File: src/rtl/spg_defines.svh
// Offsets, field positions, reset values and codes of the sector guard
`ifndef SPG_DEFINES_SVH
`define SPG_DEFINES_SVH

// ---------------------------------------------------------------------
// Geometry
// ---------------------------------------------------------------------
`define SPG_SECTORS 16
`define SPG_BLOCKS_PER_SECTOR 32
`define SPG_PWD_SLOTS 3

// ---------------------------------------------------------------------
// Guard word offsets in the area selected by wired_area_sel
// ---------------------------------------------------------------------
`define SPG_GUARD_WORD_0 11'h000
`define SPG_GUARD_WORD_1 11'h004
`define SPG_GUARD_WORD_2 11'h008
`define SPG_GUARD_WORD_3 11'h00c
`define SPG_GUARD_AREA_END 11'h010

// ---------------------------------------------------------------------
// Guard byte fields and reset values
// ---------------------------------------------------------------------
`define SPG_LOCK_BIT 0
`define SPG_PROT_LO 1
`define SPG_PROT_HI 2
`define SPG_PSEL_LO 3
`define SPG_PSEL_HI 4
`define SPG_GUARD_RESET 8'h00
`define SPG_PWD_RESET 32'h0000_0000

// ---------------------------------------------------------------------
// Protection and password-select codes
// ---------------------------------------------------------------------
`define SPG_PROT_PWD_WR 2'h0
`define SPG_PROT_OPEN 2'h1
`define SPG_PROT_PWD_RW 2'h2
`define SPG_PROT_PWD_RD 2'h3
`define SPG_PSEL_NONE 2'h0

`endif

File: src/rtl/spg_pkg.sv
// Types shared by the sector guard modules
`default_nettype none
package spg_pkg;
    // Contactless command kinds
    typedef enum logic [2:0] {
        spg_op_read,
        spg_op_write,
        spg_op_lock,
        spg_op_pwd_write,
        spg_op_present
    } spg_op_t;
    typedef logic [7:0] spg_guard_t;
    typedef logic [1:0] spg_pwd_sel_t;
endpackage
`default_nettype wire

File: src/rtl/spg_int_if.sv
// Internal carrier between the guard core, rights decode and password bank
`default_nettype none
interface spg_int_if #(parameter int N = 16);
    // Guard state and session grant
    logic [N-1:0][7:0] guard;
    logic [1:0] granted;
    logic [N-1:0] rd_ok;
    logic [N-1:0] wr_ok;
    // Password bank access
    logic pwd_we;
    logic [1:0] pwd_sel;
    logic [31:0] pwd_wdata;
    logic [1:0] cmp_sel;
    logic [31:0] cmp_data;
    logic cmp_match;

    modport ctrl (output guard, granted, pwd_we, pwd_sel, pwd_wdata,
                  cmp_sel, cmp_data, input rd_ok, wr_ok, cmp_match);
    modport rights (input guard, granted, output rd_ok, wr_ok);
    modport bank (input pwd_we, pwd_sel, pwd_wdata, cmp_sel, cmp_data,
                  output cmp_match);
endinterface
`default_nettype wire

File: src/rtl/spg_rights.sv
// Per-sector read and write permission decode from guard bytes
`default_nettype none
`include "spg_defines.svh"
module spg_rights import spg_pkg::*; #(
    parameter int N = 16
) (
    // Guard state in, permissions out
    spg_int_if.rights ifc
);
    // -----------------------------------------------------------------
    // Decode
    // -----------------------------------------------------------------
    // Pure logic, so a new guard byte takes effect the same cycle
    for (genvar s = 0; s < N; s++) begin : g_sec
        wire logic locked = ifc.guard[s][`SPG_LOCK_BIT];
        wire logic [1:0] prot = ifc.guard[s][`SPG_PROT_HI:`SPG_PROT_LO];
        wire logic [1:0] psel = ifc.guard[s][`SPG_PSEL_HI:`SPG_PSEL_LO];
        // Sector tied to the presented password
        wire logic has_pwd = (psel != `SPG_PSEL_NONE) &&
                             (psel == ifc.granted);
        // Without password: read on 00/01, write on 01 only
        wire logic free_rd = (prot == `SPG_PROT_PWD_WR) ||
                             (prot == `SPG_PROT_OPEN);
        wire logic free_wr = (prot == `SPG_PROT_OPEN);
        // Unlocked sector is open to all
        assign ifc.rd_ok[s] = !locked || free_rd || has_pwd;
        assign ifc.wr_ok[s] = !locked || free_wr ||
                              (has_pwd && prot != `SPG_PROT_PWD_RD);
    end
endmodule
`default_nettype wire

File: src/rtl/spg_pwd_bank.sv
// Three 32-bit password slots with write port and compare
`default_nettype none
`include "spg_defines.svh"
module spg_pwd_bank import spg_pkg::*; (
    // Clock and reset
    input wire logic clock,
    input wire logic rst_n,
    input wire logic clk_en,
    // Slot access
    spg_int_if.bank ifc
);
    // -----------------------------------------------------------------
    // Slots
    // -----------------------------------------------------------------
    logic [`SPG_PWD_SLOTS-1:0][31:0] slot_q;
    // Select 1..3 maps to slot 0..2; select 0 is never stored
    wire logic [1:0] wr_idx = ifc.pwd_sel - 2'h1;
    wire logic [1:0] cmp_idx = ifc.cmp_sel - 2'h1;

    for (genvar p = 0; p < `SPG_PWD_SLOTS; p++) begin : g_slot
        // All slots start at zero and are live at once
        always_ff @(posedge clock or negedge rst_n) begin
            if (!rst_n) begin
                slot_q[p] <= `SPG_PWD_RESET;
            end else if (clk_en && ifc.pwd_we && wr_idx == 2'(p)) begin
                slot_q[p] <= ifc.pwd_wdata;
            end
        end
    end

    // New value is compared from the next cycle on
    assign ifc.cmp_match = (ifc.cmp_sel != `SPG_PSEL_NONE) &&
                           (slot_q[cmp_idx] == ifc.cmp_data);
endmodule
`default_nettype wire

File: src/rtl/spg_guard.sv
// Sector password access guard: contactless checks and wired guard area
`default_nettype none
`include "spg_defines.svh"

// Notes on behaviour
// Guard byte: 7:5 zero, psel, prot, lock
// Guard bytes reset to zero
// Protection bits apply only when locked
// Locked codes 00,01,10,11 gate read/write
// Password select 00 none, else 1..3
// Three password slots, numbered one to three
// Password write updates slot, used next
// Password change needs that password presented
// Passwords reset to zero, active at once
// Lock loads bits 4:1, sets lock bit
// Lock of locked sector answers error
// Match grants tied sectors until next present
// Mismatch revokes every granted right
// Read with option flag returns guard byte
// Wired guard reads always allowed
// Wired guard writes need wired password
// Master sets area select for guard area
// Guard bytes at wired addresses 0..15
// Wired guard write takes effect at once
// Block n maps to byte address 4n
// Sector is 32 blocks, checked per sector
// Master clears area select for user memory
// No password presented after reset
// Forbidden access rejected with error
module spg_guard import spg_pkg::*; #(
    parameter int SECTORS = `SPG_SECTORS
) (
    // Clock, reset, enable
    input wire logic clock,
    input wire logic rst_n,
    input wire logic clk_en,
    // Contactless command
    input wire logic rf_cmd_valid,
    input wire spg_op_t rf_cmd_op,
    input wire logic [8:0] rf_block,
    input wire logic rf_opt_flag,
    input wire logic [1:0] rf_pwd_sel,
    input wire logic [3:0] rf_lock_bits,
    input wire logic [31:0] rf_data,
    // Contactless answer and memory grant
    output logic rf_rsp_valid,
    output logic rf_rsp_err,
    output logic rf_rsp_guard_valid,
    output logic [7:0] rf_rsp_guard,
    output logic rf_mem_go,
    output logic rf_mem_we,
    output logic [10:0] rf_mem_addr,
    // Wired guard-area access
    input wire logic wired_valid,
    input wire logic wired_we,
    input wire logic wired_area_sel,
    input wire logic [10:0] wired_addr,
    input wire logic [7:0] wired_wdata,
    input wire logic wired_pwd_ok,
    output logic wired_ack,
    output logic wired_err,
    output logic [7:0] wired_rdata
);
    // -----------------------------------------------------------------
    // Parameter check
    // -----------------------------------------------------------------
    // The guard area is a fixed 16-byte map and blocks carry 4 sector bits
    if (SECTORS != `SPG_SECTORS) begin : g_bad_sectors
        $error("spg_guard supports exactly 16 sectors");
    end

    // -----------------------------------------------------------------
    // Internal carrier and helpers
    // -----------------------------------------------------------------
    spg_int_if #(.N(SECTORS)) ifc ();

    spg_rights #(.N(SECTORS)) u_rights (
        .ifc (ifc.rights)
    );

    spg_pwd_bank u_bank (
        .clock (clock),
        .rst_n (rst_n),
        .clk_en (clk_en),
        .ifc (ifc.bank)
    );

    logic [SECTORS-1:0][7:0] guard_q;
    logic [SECTORS-1:0][7:0] guard_d;
    logic [1:0] granted_q;
    logic [1:0] granted_d;

    // -----------------------------------------------------------------
    // Contactless decode
    // -----------------------------------------------------------------
    // Sector is the block number over 32
    wire logic [3:0] rf_sector = rf_block[8:5];
    wire logic [7:0] rf_guard = guard_q[rf_sector];
    wire logic rf_go = rf_cmd_valid && clk_en;
    wire logic is_rd = rf_cmd_op == spg_op_read;
    wire logic is_wr = rf_cmd_op == spg_op_write;
    wire logic is_lock = rf_cmd_op == spg_op_lock;
    wire logic is_pwr = rf_cmd_op == spg_op_pwd_write;
    wire logic is_pres = rf_cmd_op == spg_op_present;
    wire logic sel_none = rf_pwd_sel == `SPG_PSEL_NONE;

    // Rights of the addressed sector
    wire logic sec_rd_ok = ifc.rd_ok[rf_sector];
    wire logic sec_wr_ok = ifc.wr_ok[rf_sector];
    // Already locked sector cannot be relocked
    wire logic lock_bad = rf_guard[`SPG_LOCK_BIT];
    // Slot write only by the holder of that password
    wire logic pwr_bad = sel_none || granted_q != rf_pwd_sel;
    wire logic pres_bad = sel_none || !ifc.cmp_match;

    // Error per command kind; unknown kinds are refused
    wire logic rf_err =
        is_rd ? !sec_rd_ok :
        is_wr ? !sec_wr_ok :
        is_lock ? lock_bad :
        is_pwr ? pwr_bad :
        is_pres ? pres_bad : 1'b1;

    wire logic lock_go = rf_go && is_lock && !lock_bad;
    wire logic pwr_go = rf_go && is_pwr && !pwr_bad;
    wire logic pres_go = rf_go && is_pres && !sel_none;
    wire logic mem_go = rf_go && (is_rd || is_wr) && !rf_err;
    // Block n lives at byte address 4n
    wire logic [10:0] rf_byte_addr = {rf_block, 2'b00};
    // Fresh lock byte: upper bits zero, lock bit forced
    wire logic [7:0] lock_byte = {3'b000, rf_lock_bits, 1'b1};

    // Password bank hookup
    assign ifc.pwd_we = pwr_go;
    assign ifc.pwd_sel = rf_pwd_sel;
    assign ifc.pwd_wdata = rf_data;
    assign ifc.cmp_sel = rf_pwd_sel;
    assign ifc.cmp_data = rf_data;
    assign ifc.guard = guard_q;
    assign ifc.granted = granted_q;

    // Match grants that slot, a mismatch revokes all
    assign granted_d = !pres_go ? granted_q :
                       ifc.cmp_match ? rf_pwd_sel : `SPG_PSEL_NONE;

    // -----------------------------------------------------------------
    // Wired decode
    // -----------------------------------------------------------------
    // Area select set means guard area; clear is user memory
    wire logic in_area = wired_area_sel && wired_addr < `SPG_GUARD_AREA_END;
    wire logic [3:0] w_idx = wired_addr[3:0];
    wire logic w_go = wired_valid && clk_en && in_area;
    // Writes only behind the wired password
    wire logic w_wr_go = w_go && wired_we && wired_pwd_ok;
    wire logic w_err = wired_we && !wired_pwd_ok;

    // Next guard bytes; wired write beats a same-cycle lock
    for (genvar s = 0; s < SECTORS; s++) begin : g_next
        wire logic hit_w = w_wr_go && w_idx == 4'(s);
        wire logic hit_l = lock_go && rf_sector == 4'(s);
        // Wired write rebuilds the rights from the next cycle
        assign guard_d[s] = hit_w ? {3'b000, wired_wdata[4:0]} :
                            hit_l ? lock_byte : guard_q[s];
    end

    // -----------------------------------------------------------------
    // State
    // -----------------------------------------------------------------
    // Guard bytes and grant; reset means nothing presented
    always_ff @(posedge clock or negedge rst_n) begin
        if (!rst_n) begin
            guard_q <= '{default: `SPG_GUARD_RESET};
            granted_q <= `SPG_PSEL_NONE;
        end else if (clk_en) begin
            guard_q <= guard_d;
            granted_q <= granted_d;
        end
    end

    // Contactless answer, one pulse per taken command
    always_ff @(posedge clock or negedge rst_n) begin
        if (!rst_n) begin
            rf_rsp_valid <= 1'b0;
            rf_rsp_err <= 1'b0;
            rf_rsp_guard_valid <= 1'b0;
            rf_rsp_guard <= 8'h00;
        end else if (clk_en) begin
            rf_rsp_valid <= rf_cmd_valid;
            rf_rsp_err <= rf_cmd_valid && rf_err;
            // Guard byte rides with an allowed read
            rf_rsp_guard_valid <= mem_go && is_rd && rf_opt_flag;
            rf_rsp_guard <= rf_guard;
        end
    end

    // Memory grant: only allowed accesses reach the array
    always_ff @(posedge clock or negedge rst_n) begin
        if (!rst_n) begin
            rf_mem_go <= 1'b0;
            rf_mem_we <= 1'b0;
            rf_mem_addr <= 11'h000;
        end else if (clk_en) begin
            rf_mem_go <= mem_go;
            rf_mem_we <= mem_go && is_wr;
            rf_mem_addr <= rf_byte_addr;
        end
    end

    // Wired answer; reads are never refused
    always_ff @(posedge clock or negedge rst_n) begin
        if (!rst_n) begin
            wired_ack <= 1'b0;
            wired_err <= 1'b0;
            wired_rdata <= 8'h00;
        end else if (clk_en) begin
            wired_ack <= w_go;
            wired_err <= w_go && w_err;
            wired_rdata <= guard_q[w_idx];
        end
    end

    logic top_bits_set;
    always_comb begin
        top_bits_set = 1'b0;
        for (int s = 0; s < SECTORS; s++) begin
            top_bits_set = top_bits_set | (|guard_q[s][7:5]);
        end
    end
endmodule
`default_nettype wire

File: config.mk
export PLATFORM = sky130hd
export DESIGN_NAME = spg_guard
export DESIGN_NICKNAME = d
export VERILOG_FILES = /design/src/rtl/spg_pkg.sv /design/src/rtl/spg_int_if.sv /design/src/rtl/spg_rights.sv /design/src/rtl/spg_pwd_bank.sv /design/src/rtl/spg_guard.sv
export VERILOG_INCLUDE_DIRS = /design/src /design/src/rtl
export SDC_FILE = /design/constraint.sdc
export NUM_CORES = 1
export LEC_CHECK = 0
export BUFFER_PORTS_ARGS = -buffer_cell sky130_fd_sc_hd__buf_2
export CORE_ASPECT_RATIO = 1.75
export CORE_UTILIZATION = 40
export CTS_BUF_LIST = sky130_fd_sc_hd__clkbuf_16
export CTS_CLUSTER_SIZE = 16
export DETAILED_ROUTE_END_ITERATION = 6
export MAX_ROUTING_LAYER = met4
export SYNTH_ARGS = -nofsm -noshare
export SYNTH_HDL_FRONTEND = slang
export SYNTH_SLANG_ARGS = --single-unit
File: constraint.sdc
create_clock -name clock -period 4.3 [get_ports clock]
set_clock_uncertainty 0.1 [all_clocks]
set_input_delay 0.645 -clock clock [delete_from_list [all_inputs] [get_ports clock]]
set_output_delay 0.645 -clock clock [all_outputs]
set_load 0.01 [all_outputs]
==> results by group, run 1 <==
Layout
  – ANT cells: 0
  – Seq. cell area: 5100 µm²
  – Final Cell Area: 14200 µm²
  – Fill cells: 2945
  – Nets: 1276
  – Most common cell after layout, fill and taps aside: dfrtp_1
  – Final core utilization: 46.0%
  – Multi-input logic area: 7060 µm²
  – Share of layout cells above drive strength 1: 32.9%
  – Area Overhead vs Synth: 12.6%
  – Commonest non-fill, non-tap cells in the layout: 204 x dfrtp_1, 182 x mux2_2, 99 x buf_2, 75 x nand2_1, 58 x nor2_1

Routing
  – Initial drt markers: 478
  – DR WL/cell: 23.4 µm
  – First-pass detailed-route iteration total: 5
  – Number of vias per cell: 6.00
  – Final wirelength: 37.4 mm
  – DRC violations left: 0
  – DR vias: 9592
  – Antenna-violating nets left: 0

Die
  – Die W: 136 µm
  – Die ar.: 32200 µm²
  – Die Span Y: 237 µm
  – Number of cell rows: 85
  – Core area: 30800 µm²
  – Initial Utilization: 40.8%
  – Top Ports: 112

GRT
  – Total congestion overflow: 0
  – All-Layer GR Usage: 24.4%
  – Vias in the first global route: 9703
  – Initial antenna violation count: 0
  – First-pass GRT wire length: 57.6 mm
  – Largest net degree at the start of global routing: 99

Synth
  – Distinct cells, synth: 77
  – Asr flop ratio synth: 100%
  – Mapped Area: 12600 µm²
  – Main flop type after synthesis: dfrtp_1
  – Yosys warning count: 0
  – Yosys reg bits: 204
  – Syn Inst Count: 1119
  – Post-synthesis sequential area ratio: 40.6%
  – Avg Cell Area, Syn: 11.2 µm²
  – Post-synth EDFFs: 0

STA
  – Max Slew Vio Count: 0
  – RSZ-0062 raised after global routing: false
  – Worst hold margin: 197 ps
  – Setup Viol. Count Final: 0
  – Setup TNS: 0 ps
  – Fmax: 0.299 GHz
  – Minimum clock period: 3340 ps
  – Slew margin rel.: 34.2%
  – Final Hold Fails: 0
  – Least-Margin Pin Slew: 983 ps
  – Final period util: 77.7%

Power
  – Leak: 6.33 nW
  – P per Cell Area: 317 nW/µm²
  – Worst vdd ir: 0.383 mV

Clocking
  – Clk sinks: 204
  – Clock-pin slew on the worst setup and hold paths: 60 ps
  – Clock root cell: clkbuf_16
  – TritonCTS clock tree: done
  – Total number of H-tree levels: 1
  – Longest Clk Path Bufs: 3
  – CTS buffer count: 22
  – Worst-Skew Late Latency: 550 ps
  – Post-CTS Setup Bufs: 0

Placement
  – Hpwl dp: 26.9 mm
  – Placer Congestion: 0.969
  – Port buffer count: 100
  – Placed Area: 13500 µm²

Critical path
  – CP Class: in -> reg
  – Arrival time at the worst endpoint: 3640 ps
  – CP Data Required Time: 4610 ps
  – CP Capture Type: flop
  – CP startpoint kind: input pin
  – Peak fanout along the critical path: 19

Run status
  – Status: finished clean

Worst hold path
  – Worst Hold Class: in -> reg

Run
  – Maxcap violations: 0
worst max-delay path, cell delays in order:
cell and delay, ps:
buf_2 400, mux4_1 670, mux4_2 590, nor3_4 350, nand3_2 260, nor2_1 190, nor2_1 160, mux2_2 350
cells in the mapped netlist (all sizes together) (10+ instances only):
cell    instances  area (µm²)
a21oi          44         220
a31oi          12        75.1
buf            30         173
clkbuf         46         173
dfrtp         204        5100
inv            29         109
mux2          187        2120
mux2i          48         480
mux4           50        1140
nand2          80         308
nand3          27         140
nor2           58         218
nor2b          17         106
nor3           10        61.3
nor4bb         10         100
o21ai          46         230
o22ai          18         131
xnor2          28         245
xor2           12         105
logic make-up after synthesis:
group / after synthesis / synth area share, %
mux: 285 / 29.7
buf+inv: 105 / 3.61
compound gates: 207 / 11.3
other cells: 1 / 0.0298
simple gates: 273 / 11.7
xor+xnor: 40 / 2.78
flops: 204 / 40.6
fa+ha+maj: 4 / 0.398
power by group:
| group | leakage, nW | internal, mW | switching, mW |
|---|---|---|---|
| Sequential | 2.73 | 1.98 | 0.0474 |
| Combinational | 3.24 | 0.222 | 0.311 |
| Clock | 0.359 | 1.11 | 0.821 |
routing by layer:
metal	GRT usage, %	wire length [µm]	vias to the layer above
met5	-	0	-
met4	14.2	2410	0
met3	3.04	1650	129
met2	44.2	20400	305
met1	24.6	12900	4813
li1	-	-	4345
state kept, by name, indices dropped and copies added (netlist names):
| name | cells |
|---|---|
| wired_rdata | 5 |
| rf_rsp_guard | 5 |
| granted_q | 2 |
| guard_q | 80 |
| rf_mem_go | 1 |
| rf_rsp_err | 1 |
| rf_rsp_valid | 1 |
| rf_rsp_guard_valid | 1 |
| wired_err | 1 |
| u_bank.slot_q | 96 |
| wired_ack | 1 |
| rf_mem_addr | 9 |
| rf_mem_we | 1 |
area by class of cell:
type / instances / area share [%]
multi-input combinational: 817 / 49.8
sequential: 204 / 36.0
timing repair buffer: 120 / 4.93
clock buffer: 22 / 3.88
tap: 391 / 3.45
clock inverter: 17 / 1.16
inverter: 29 / 0.768
what timing repair did:
| item | in CTS | in global routing |
|---|---|---|
| hold buffers | 1 | 0 |
| endpoints found under the hold margin | 1 | 0 |
| resized for setup | 0 | 0 |
final timing paths:
path | start | to | slack [ps] | cells after the start
worst max register to register | guard_q[64]$_DFFE_PN0P_ | guard_q[90]$_DFFE_PN0P_ | 1140 | 7
min in group asynchronous | rst_n | guard_q[17]$_DFFE_PN0P_ | 540 | 2
worst min register to register | wired_ack$_DFFE_PN0P_ | wired_ack$_DFFE_PN0P_ | 370 | 1
worst min-delay path | wired_pwd_ok | wired_err$_DFFE_PN0P_ | 200 | 2
worst max-delay path | rf_block[5] | guard_q[90]$_DFFE_PN0P_ | 960 | 8
max in group asynchronous | rst_n | u_bank.slot_q[39]$_DFFE_PN0P_ | 2560 | 3
stage by stage:
step | instances | power (mW) | setup slack [ps]
floorplan | 1126 | 2.37 | 692
global placement | 1560 | 2.59 | 460
detailed placement | 1560 | 2.60 | 461
CTS | 1600 | 4.55 | 1010
global route | 1600 | 4.67 | 886
finish | 1600 | 4.49 | 961
Note: power is estimated with default switching activity, not from simulation.
==> run 2, diff against run 1 <==
==> constraint.sdc (replaced) <==
create_clock -name clock -period 3.2 [get_ports clock]
set_clock_uncertainty 0.1 [all_clocks]
set_input_delay 0.48 -clock clock [delete_from_list [all_inputs] [get_ports clock]]
set_output_delay 0.48 -clock clock [all_outputs]
set_load 0.01 [all_outputs]
==> run 2 against run 1 <==
Effect of this change:
- register-to-register slack got worse by 900 ps
- worst setup slack got worse by 720 ps
- combinational power rose by 43%
==> results by group, run 2 (synthesis results as in run 1) <==
Run status
  – Status: finished clean

Placement
  – Port buffer count: 100
  – Placed insts: 1623
  – Placer Congestion: 0.968
  – Hpwl dp: 28.4 mm
  – Pre-CTS setup slack: -236 ps
  – Placed Area: 14000 µm²

GRT
  – Vias in the first global route: 10100
  – Total congestion overflow: 0
  – First-pass GRT wire length: 59.9 mm
  – All-Layer GR Usage: 25.5%
  – Largest net degree at the start of global routing: 72
  – Initial antenna violation count: 2

Critical path
  – Cell mode on critical path: buf_4
  – Family with the most delay on the worst path: compound AO/OA/AOI/OAI gates
  – CP Capture Type: flop
  – Number of buffers and inverters on the critical path: 2
  – Crit path max-delay cell type: a31oi_1
  – CP Class: reg -> reg
  – Crit-path cells: nor2b_1 -> buf_4 -> a32o_1 -> o21a_1 -> or3b_2 -> a31oi_1 -> o41a_1 -> buf_4 -> o2bb2ai_1
  – CP startpoint kind: flop
  – Max incr delay on CP: 470 ps
  – Peak fanout along the critical path: 6
  – CP Data Required Time: 3510 ps
  – Arrival time at the worst endpoint: 3260 ps

Die
  – Number of cell rows: 85
  – Die W: 136 µm
  – Die ar.: 32200 µm²
  – Initial Utilization: 40.8%
  – Die Span Y: 237 µm
  – Top Ports: 112
  – Core area: 30800 µm²

STA
  – Worst hold margin: 46.6 ps
  – Max Slew Vio Count: 0
  – Fmax: 0.338 GHz
  – Minimum clock period: 2960 ps
  – Setup Viol. Count Final: 0
  – Final period util: 92.3%
  – RSZ-0062 raised after global routing: false
  – Slew margin rel.: 50.6%
  – Post-route setup slack: 245 ps
  – Least-Margin Pin Slew: 742 ps
  – Final Hold Fails: 0
  – Setup TNS: 0 ps

Routing
  – Initial drt markers: 554
  – First-pass detailed-route iteration total: 5
  – DRC violations left: 0
  – Top sig layer: met4
  – DR vias: 9928
  – Final wirelength: 38.8 mm
  – Number of vias per cell: 5.96
  – Met2 WL post-DR: 21.2 mm
  – Antenna-violating nets left: 0
  – Met1 wire length: 13.4 mm
  – DR WL/cell: 23.3 µm
  – Met3 wire length: 1.57 mm

Clocking
  – Clock-pin slew on the worst setup and hold paths: 60 ps
  – Total number of H-tree levels: 1
  – CTS buffer count: 22
  – Longest Clk Path Bufs: 3
  – Hold_buf cts: 1
  – TritonCTS clock tree: done
  – Clock root cell: clkbuf_16
  – Post-CTS Setup Bufs: 0
  – Clk sinks: 204
  – Worst-Skew Late Latency: 530 ps
  – CTS resizes: 0

Worst hold path
  – Worst Hold Class: in -> reg

Layout
  – Final core utilization: 47.9%
  – Final Cell Area: 14800 µm²
  – Final std cells w/o fill: 1666
  – Commonest non-fill, non-tap cells in the layout: 204 x dfrtp_1, 182 x mux2_2, 99 x buf_2, 77 x nand2_1, 74 x buf_4
  – Top Registers: u_bank.slot_q x96, guard_q x80, rf_mem_addr x9
  – Share of layout cells above drive strength 1: 36.1%
  – Area Overhead vs Synth: 17.4%
  – Most common cell after layout, fill and taps aside: dfrtp_1
  – Fill cells: 2900
  – Nets: 1339
  – Biggest register: u_bank.slot_q
  – Max FFs per register: 96

Power
  – Worst vdd ir: 0.428 mV
  – Pwr Total: 6.27 mW
  – Leak: 6.68 nW
  – P per Cell Area: 424 nW/µm²

Run
  – Maxcap violations: 0
[run 2: report_power, final]
part | total [mW] | leakage, nW | internal, mW | switching, mW
Combinational | 0.762 | 3.56 | 0.329 | 0.433
Sequential | 2.73 | 2.73 | 2.66 | 0.0629
Clock | 2.78 | 0.389 | 1.70 | 1.08
[run 2: path summary, 6_finish.rpt]
path | cells after the start | end | slack (ps) | from
worst max-delay path | 9 | rf_mem_we$_DFFE_PN0P_ | 240 | granted_q[1]$_DFFE_PN0P_
worst min-delay path | 2 | wired_err$_DFFE_PN0P_ | 50 | wired_pwd_ok
worst max register to register | 9 | rf_mem_we$_DFFE_PN0P_ | 240 | granted_q[1]$_DFFE_PN0P_
worst min register to register | 2 | u_bank.slot_q[78]$_DFFE_PN0P_ | 380 | u_bank.slot_q[78]$_DFFE_PN0P_
max in group asynchronous | 3 | u_bank.slot_q[51]$_DFFE_PN0P_ | 1810 | rst_n
min in group asynchronous | 2 | rf_mem_addr[6]$_DFFE_PN0P_ | 390 | rst_n
[run 2: layout make-up]
class                           instances  area (µm²)  share of cell area (%)
Antenna cell                            2        5.00                  0.0339
Clock buffer                           23         576                    3.90
Clock inverter                         17         198                    1.34
Inverter                               29         109                   0.737
Multi-Input combinational cell        817        7060                    47.8
Sequential cell                       204        5100                    34.6
Tap cell                              391         489                    3.31
Timing Repair Buffer                  183        1230                    8.36
[run 2: layer usage]
layer / vias to the layer above / track usage [%]
met5: - / -
met4: 0 / 17.0
met3: 124 / 2.83
met2: 330 / 45.6
met1: 5005 / 25.5
li1: 4469 / -
==> run 3, diff against run 2 <==
--- a/config.mk
+++ b/config.mk
@@ -12,6 +12,7 @@
 export CTS_BUF_LIST = sky130_fd_sc_hd__clkbuf_16
 export CTS_CLUSTER_SIZE = 16
 export DETAILED_ROUTE_END_ITERATION = 6
+export HOLD_SLACK_MARGIN = 0.08
 export MAX_ROUTING_LAYER = met4
 export SYNTH_ARGS = -nofsm -noshare
 export SYNTH_HDL_FRONTEND = slang
==> run 3 against run 2 <==
Effect of this change:
- sequential power about the same
- worst setup slack lost 6.1 ps
- largest cell class unchanged
- cell count up 0.36%
- critical path type unchanged
==> results by group, run 3 (synthesis results as in run 1) <==
Routing
  – DR WL/cell: 23.3 µm
  – DRC violations left: 0
  – Final wirelength: 38.9 mm
  – First-pass detailed-route iteration total: 5
  – Antenna-violating nets left: 0
  – DR vias: 9921
  – Initial drt markers: 512
  – Number of vias per cell: 5.93

STA
  – Minimum clock period: 2960 ps
  – Post-route setup slack: 239 ps
  – Fmax: 0.338 GHz
  – Least-Margin Pin Slew: 742 ps
  – RSZ-0062 raised after global routing: false
  – Final period util: 92.5%
  – Setup Viol. Count Final: 0
  – Max Slew Vio Count: 0
  – Slew margin rel.: 50.6%
  – Final Hold Fails: 0

Die
  – Number of cell rows: 85
  – Die ar.: 32200 µm²
  – Core area: 30800 µm²
  – Die W: 136 µm
  – Top Ports: 112
  – Initial Utilization: 40.8%
  – Die Span Y: 237 µm

GRT
  – Total congestion overflow: 0
  – Largest net degree at the start of global routing: 72
  – First-pass GRT wire length: 60.1 mm
  – Vias in the first global route: 10100
  – All-Layer GR Usage: 25.5%
  – Initial antenna violation count: 2

Critical path
  – Peak fanout along the critical path: 6
  – CP Data Required Time: 3510 ps
  – Worst Setup SP: granted_q[1]$_DFFE_PN0P_
  – CP startpoint kind: flop
  – Arrival time at the worst endpoint: 3270 ps
  – CP Class: reg -> reg
  – CP Capture Type: flop
  – Reg2reg start: granted_q[1]$_DFFE_PN0P_

Power
  – Leak: 6.71 nW
  – Worst vdd ir: 0.429 mV
  – Pwr Total: 6.27 mW
  – P per Cell Area: 423 nW/µm²

Clocking
  – Post-CTS Setup Bufs: 0
  – Clock-pin slew on the worst setup and hold paths: 60 ps
  – Hold_buf cts: 7
  – CTS resizes: 0
  – Longest Clk Path Bufs: 3
  – Clock root cell: clkbuf_16
  – Total number of H-tree levels: 1
  – TritonCTS clock tree: done
  – CTS buffer count: 22
  – Clk sinks: 204
  – Worst-Skew Late Latency: 530 ps

Layout
  – Share of layout cells above drive strength 1: 36.0%
  – Fill cells: 2894
  – Most common cell after layout, fill and taps aside: dfrtp_1
  – Area Overhead vs Synth: 17.9%
  – Top Registers: u_bank.slot_q x96, guard_q x80, rf_mem_addr x9
  – Max FFs per register: 96
  – Commonest non-fill, non-tap cells in the layout: 204 x dfrtp_1, 182 x mux2_2, 99 x buf_2, 77 x nand2_1, 74 x buf_4
  – Nets: 1345
  – Biggest register: u_bank.slot_q

Placement
  – Placer Congestion: 0.968
  – Hpwl dp: 28.4 mm
  – Port buffer count: 100
  – Pre-CTS setup slack: -236 ps

Worst hold path
  – Worst Hold Launch: rf_opt_flag
  – Worst Hold Class: in -> reg

Run
  – Maxcap violations: 0

Run status
  – Status: finished clean
[run 3: worst paths after layout]
kind                            slack (ps)                        endpoint  cells past startpoint
max in group asynchronous             1810   u_bank.slot_q[62]$_DFFE_PN0P_                      3
worst max-delay path                   240           rf_mem_we$_DFFE_PN0P_                      9
worst max register to register         240           rf_mem_we$_DFFE_PN0P_                      9
min in group asynchronous              390      rf_mem_addr[6]$_DFFE_PN0P_                      2
worst min register to register         380   u_bank.slot_q[78]$_DFFE_PN0P_                      2
worst min-delay path                   110  rf_rsp_guard_valid$_DFFE_PN0P_                      3
[run 3: critical path: stages, from the launching register on]
cell       delay [ps]
dfrtp_1           450
nor2b_1           260
buf_4             210
a32o_1            250
o21a_1            180
or3b_2            450
a31oi_1           460
o41a_1            290
buf_4             130
o2bb2ai_1          60
[run 3: power by group]
| group | leakage [nW] | internal [mW] | total [mW] | switching, mW |
|---|---|---|---|---|
| Clock | 0.389 | 1.70 | 2.78 | 1.08 |
| Combinational | 3.58 | 0.333 | 0.767 | 0.433 |
| Sequential | 2.73 | 2.66 | 2.73 | 0.0631 |
| Total | 6.71 | 4.69 | 6.27 | 1.58 |
[run 3: metrics by stage]
step / hold slack (ps) / cells / instance area, µm² / util, % / setup TNS [ps]
after detailed placement: 370 / 1623 / 14000 / 45.3 / -1470
after global routing: 118 / 1672 / 14800 / 48.1 / 0
after floorplan: 84.4 / 1126 / 12600 / - / 0
after CTS: 88.2 / 1670 / 14800 / 48.1 / 0
after global placement: 355 / 1623 / 14000 / 45.3 / -450
final: 108 / 1672 / 14800 / 48.1 / 0
[run 3: cell type report]
class	count	area, µm²	area share [%]
Antenna cell	2	5.00	0.0337
Clock buffer	23	576	3.88
Clock inverter	17	198	1.33
Inverter	29	109	0.734
Multi-Input combinational cell	817	7060	47.6
Sequential cell	204	5100	34.4
Tap cell	391	489	3.30
Timing Repair Buffer	189	1290	8.73
[run 3: per-layer routing]
metal / share of wire (%) / global-route usage [%] / up-vias
li1: - / - / 4476
met4: 7.0 / 17.0 / 0
met3: 3.9 / 2.80 / 130
met5: 0 / - / -
met1: 34 / 25.5 / 4991
met2: 55 / 45.7 / 324
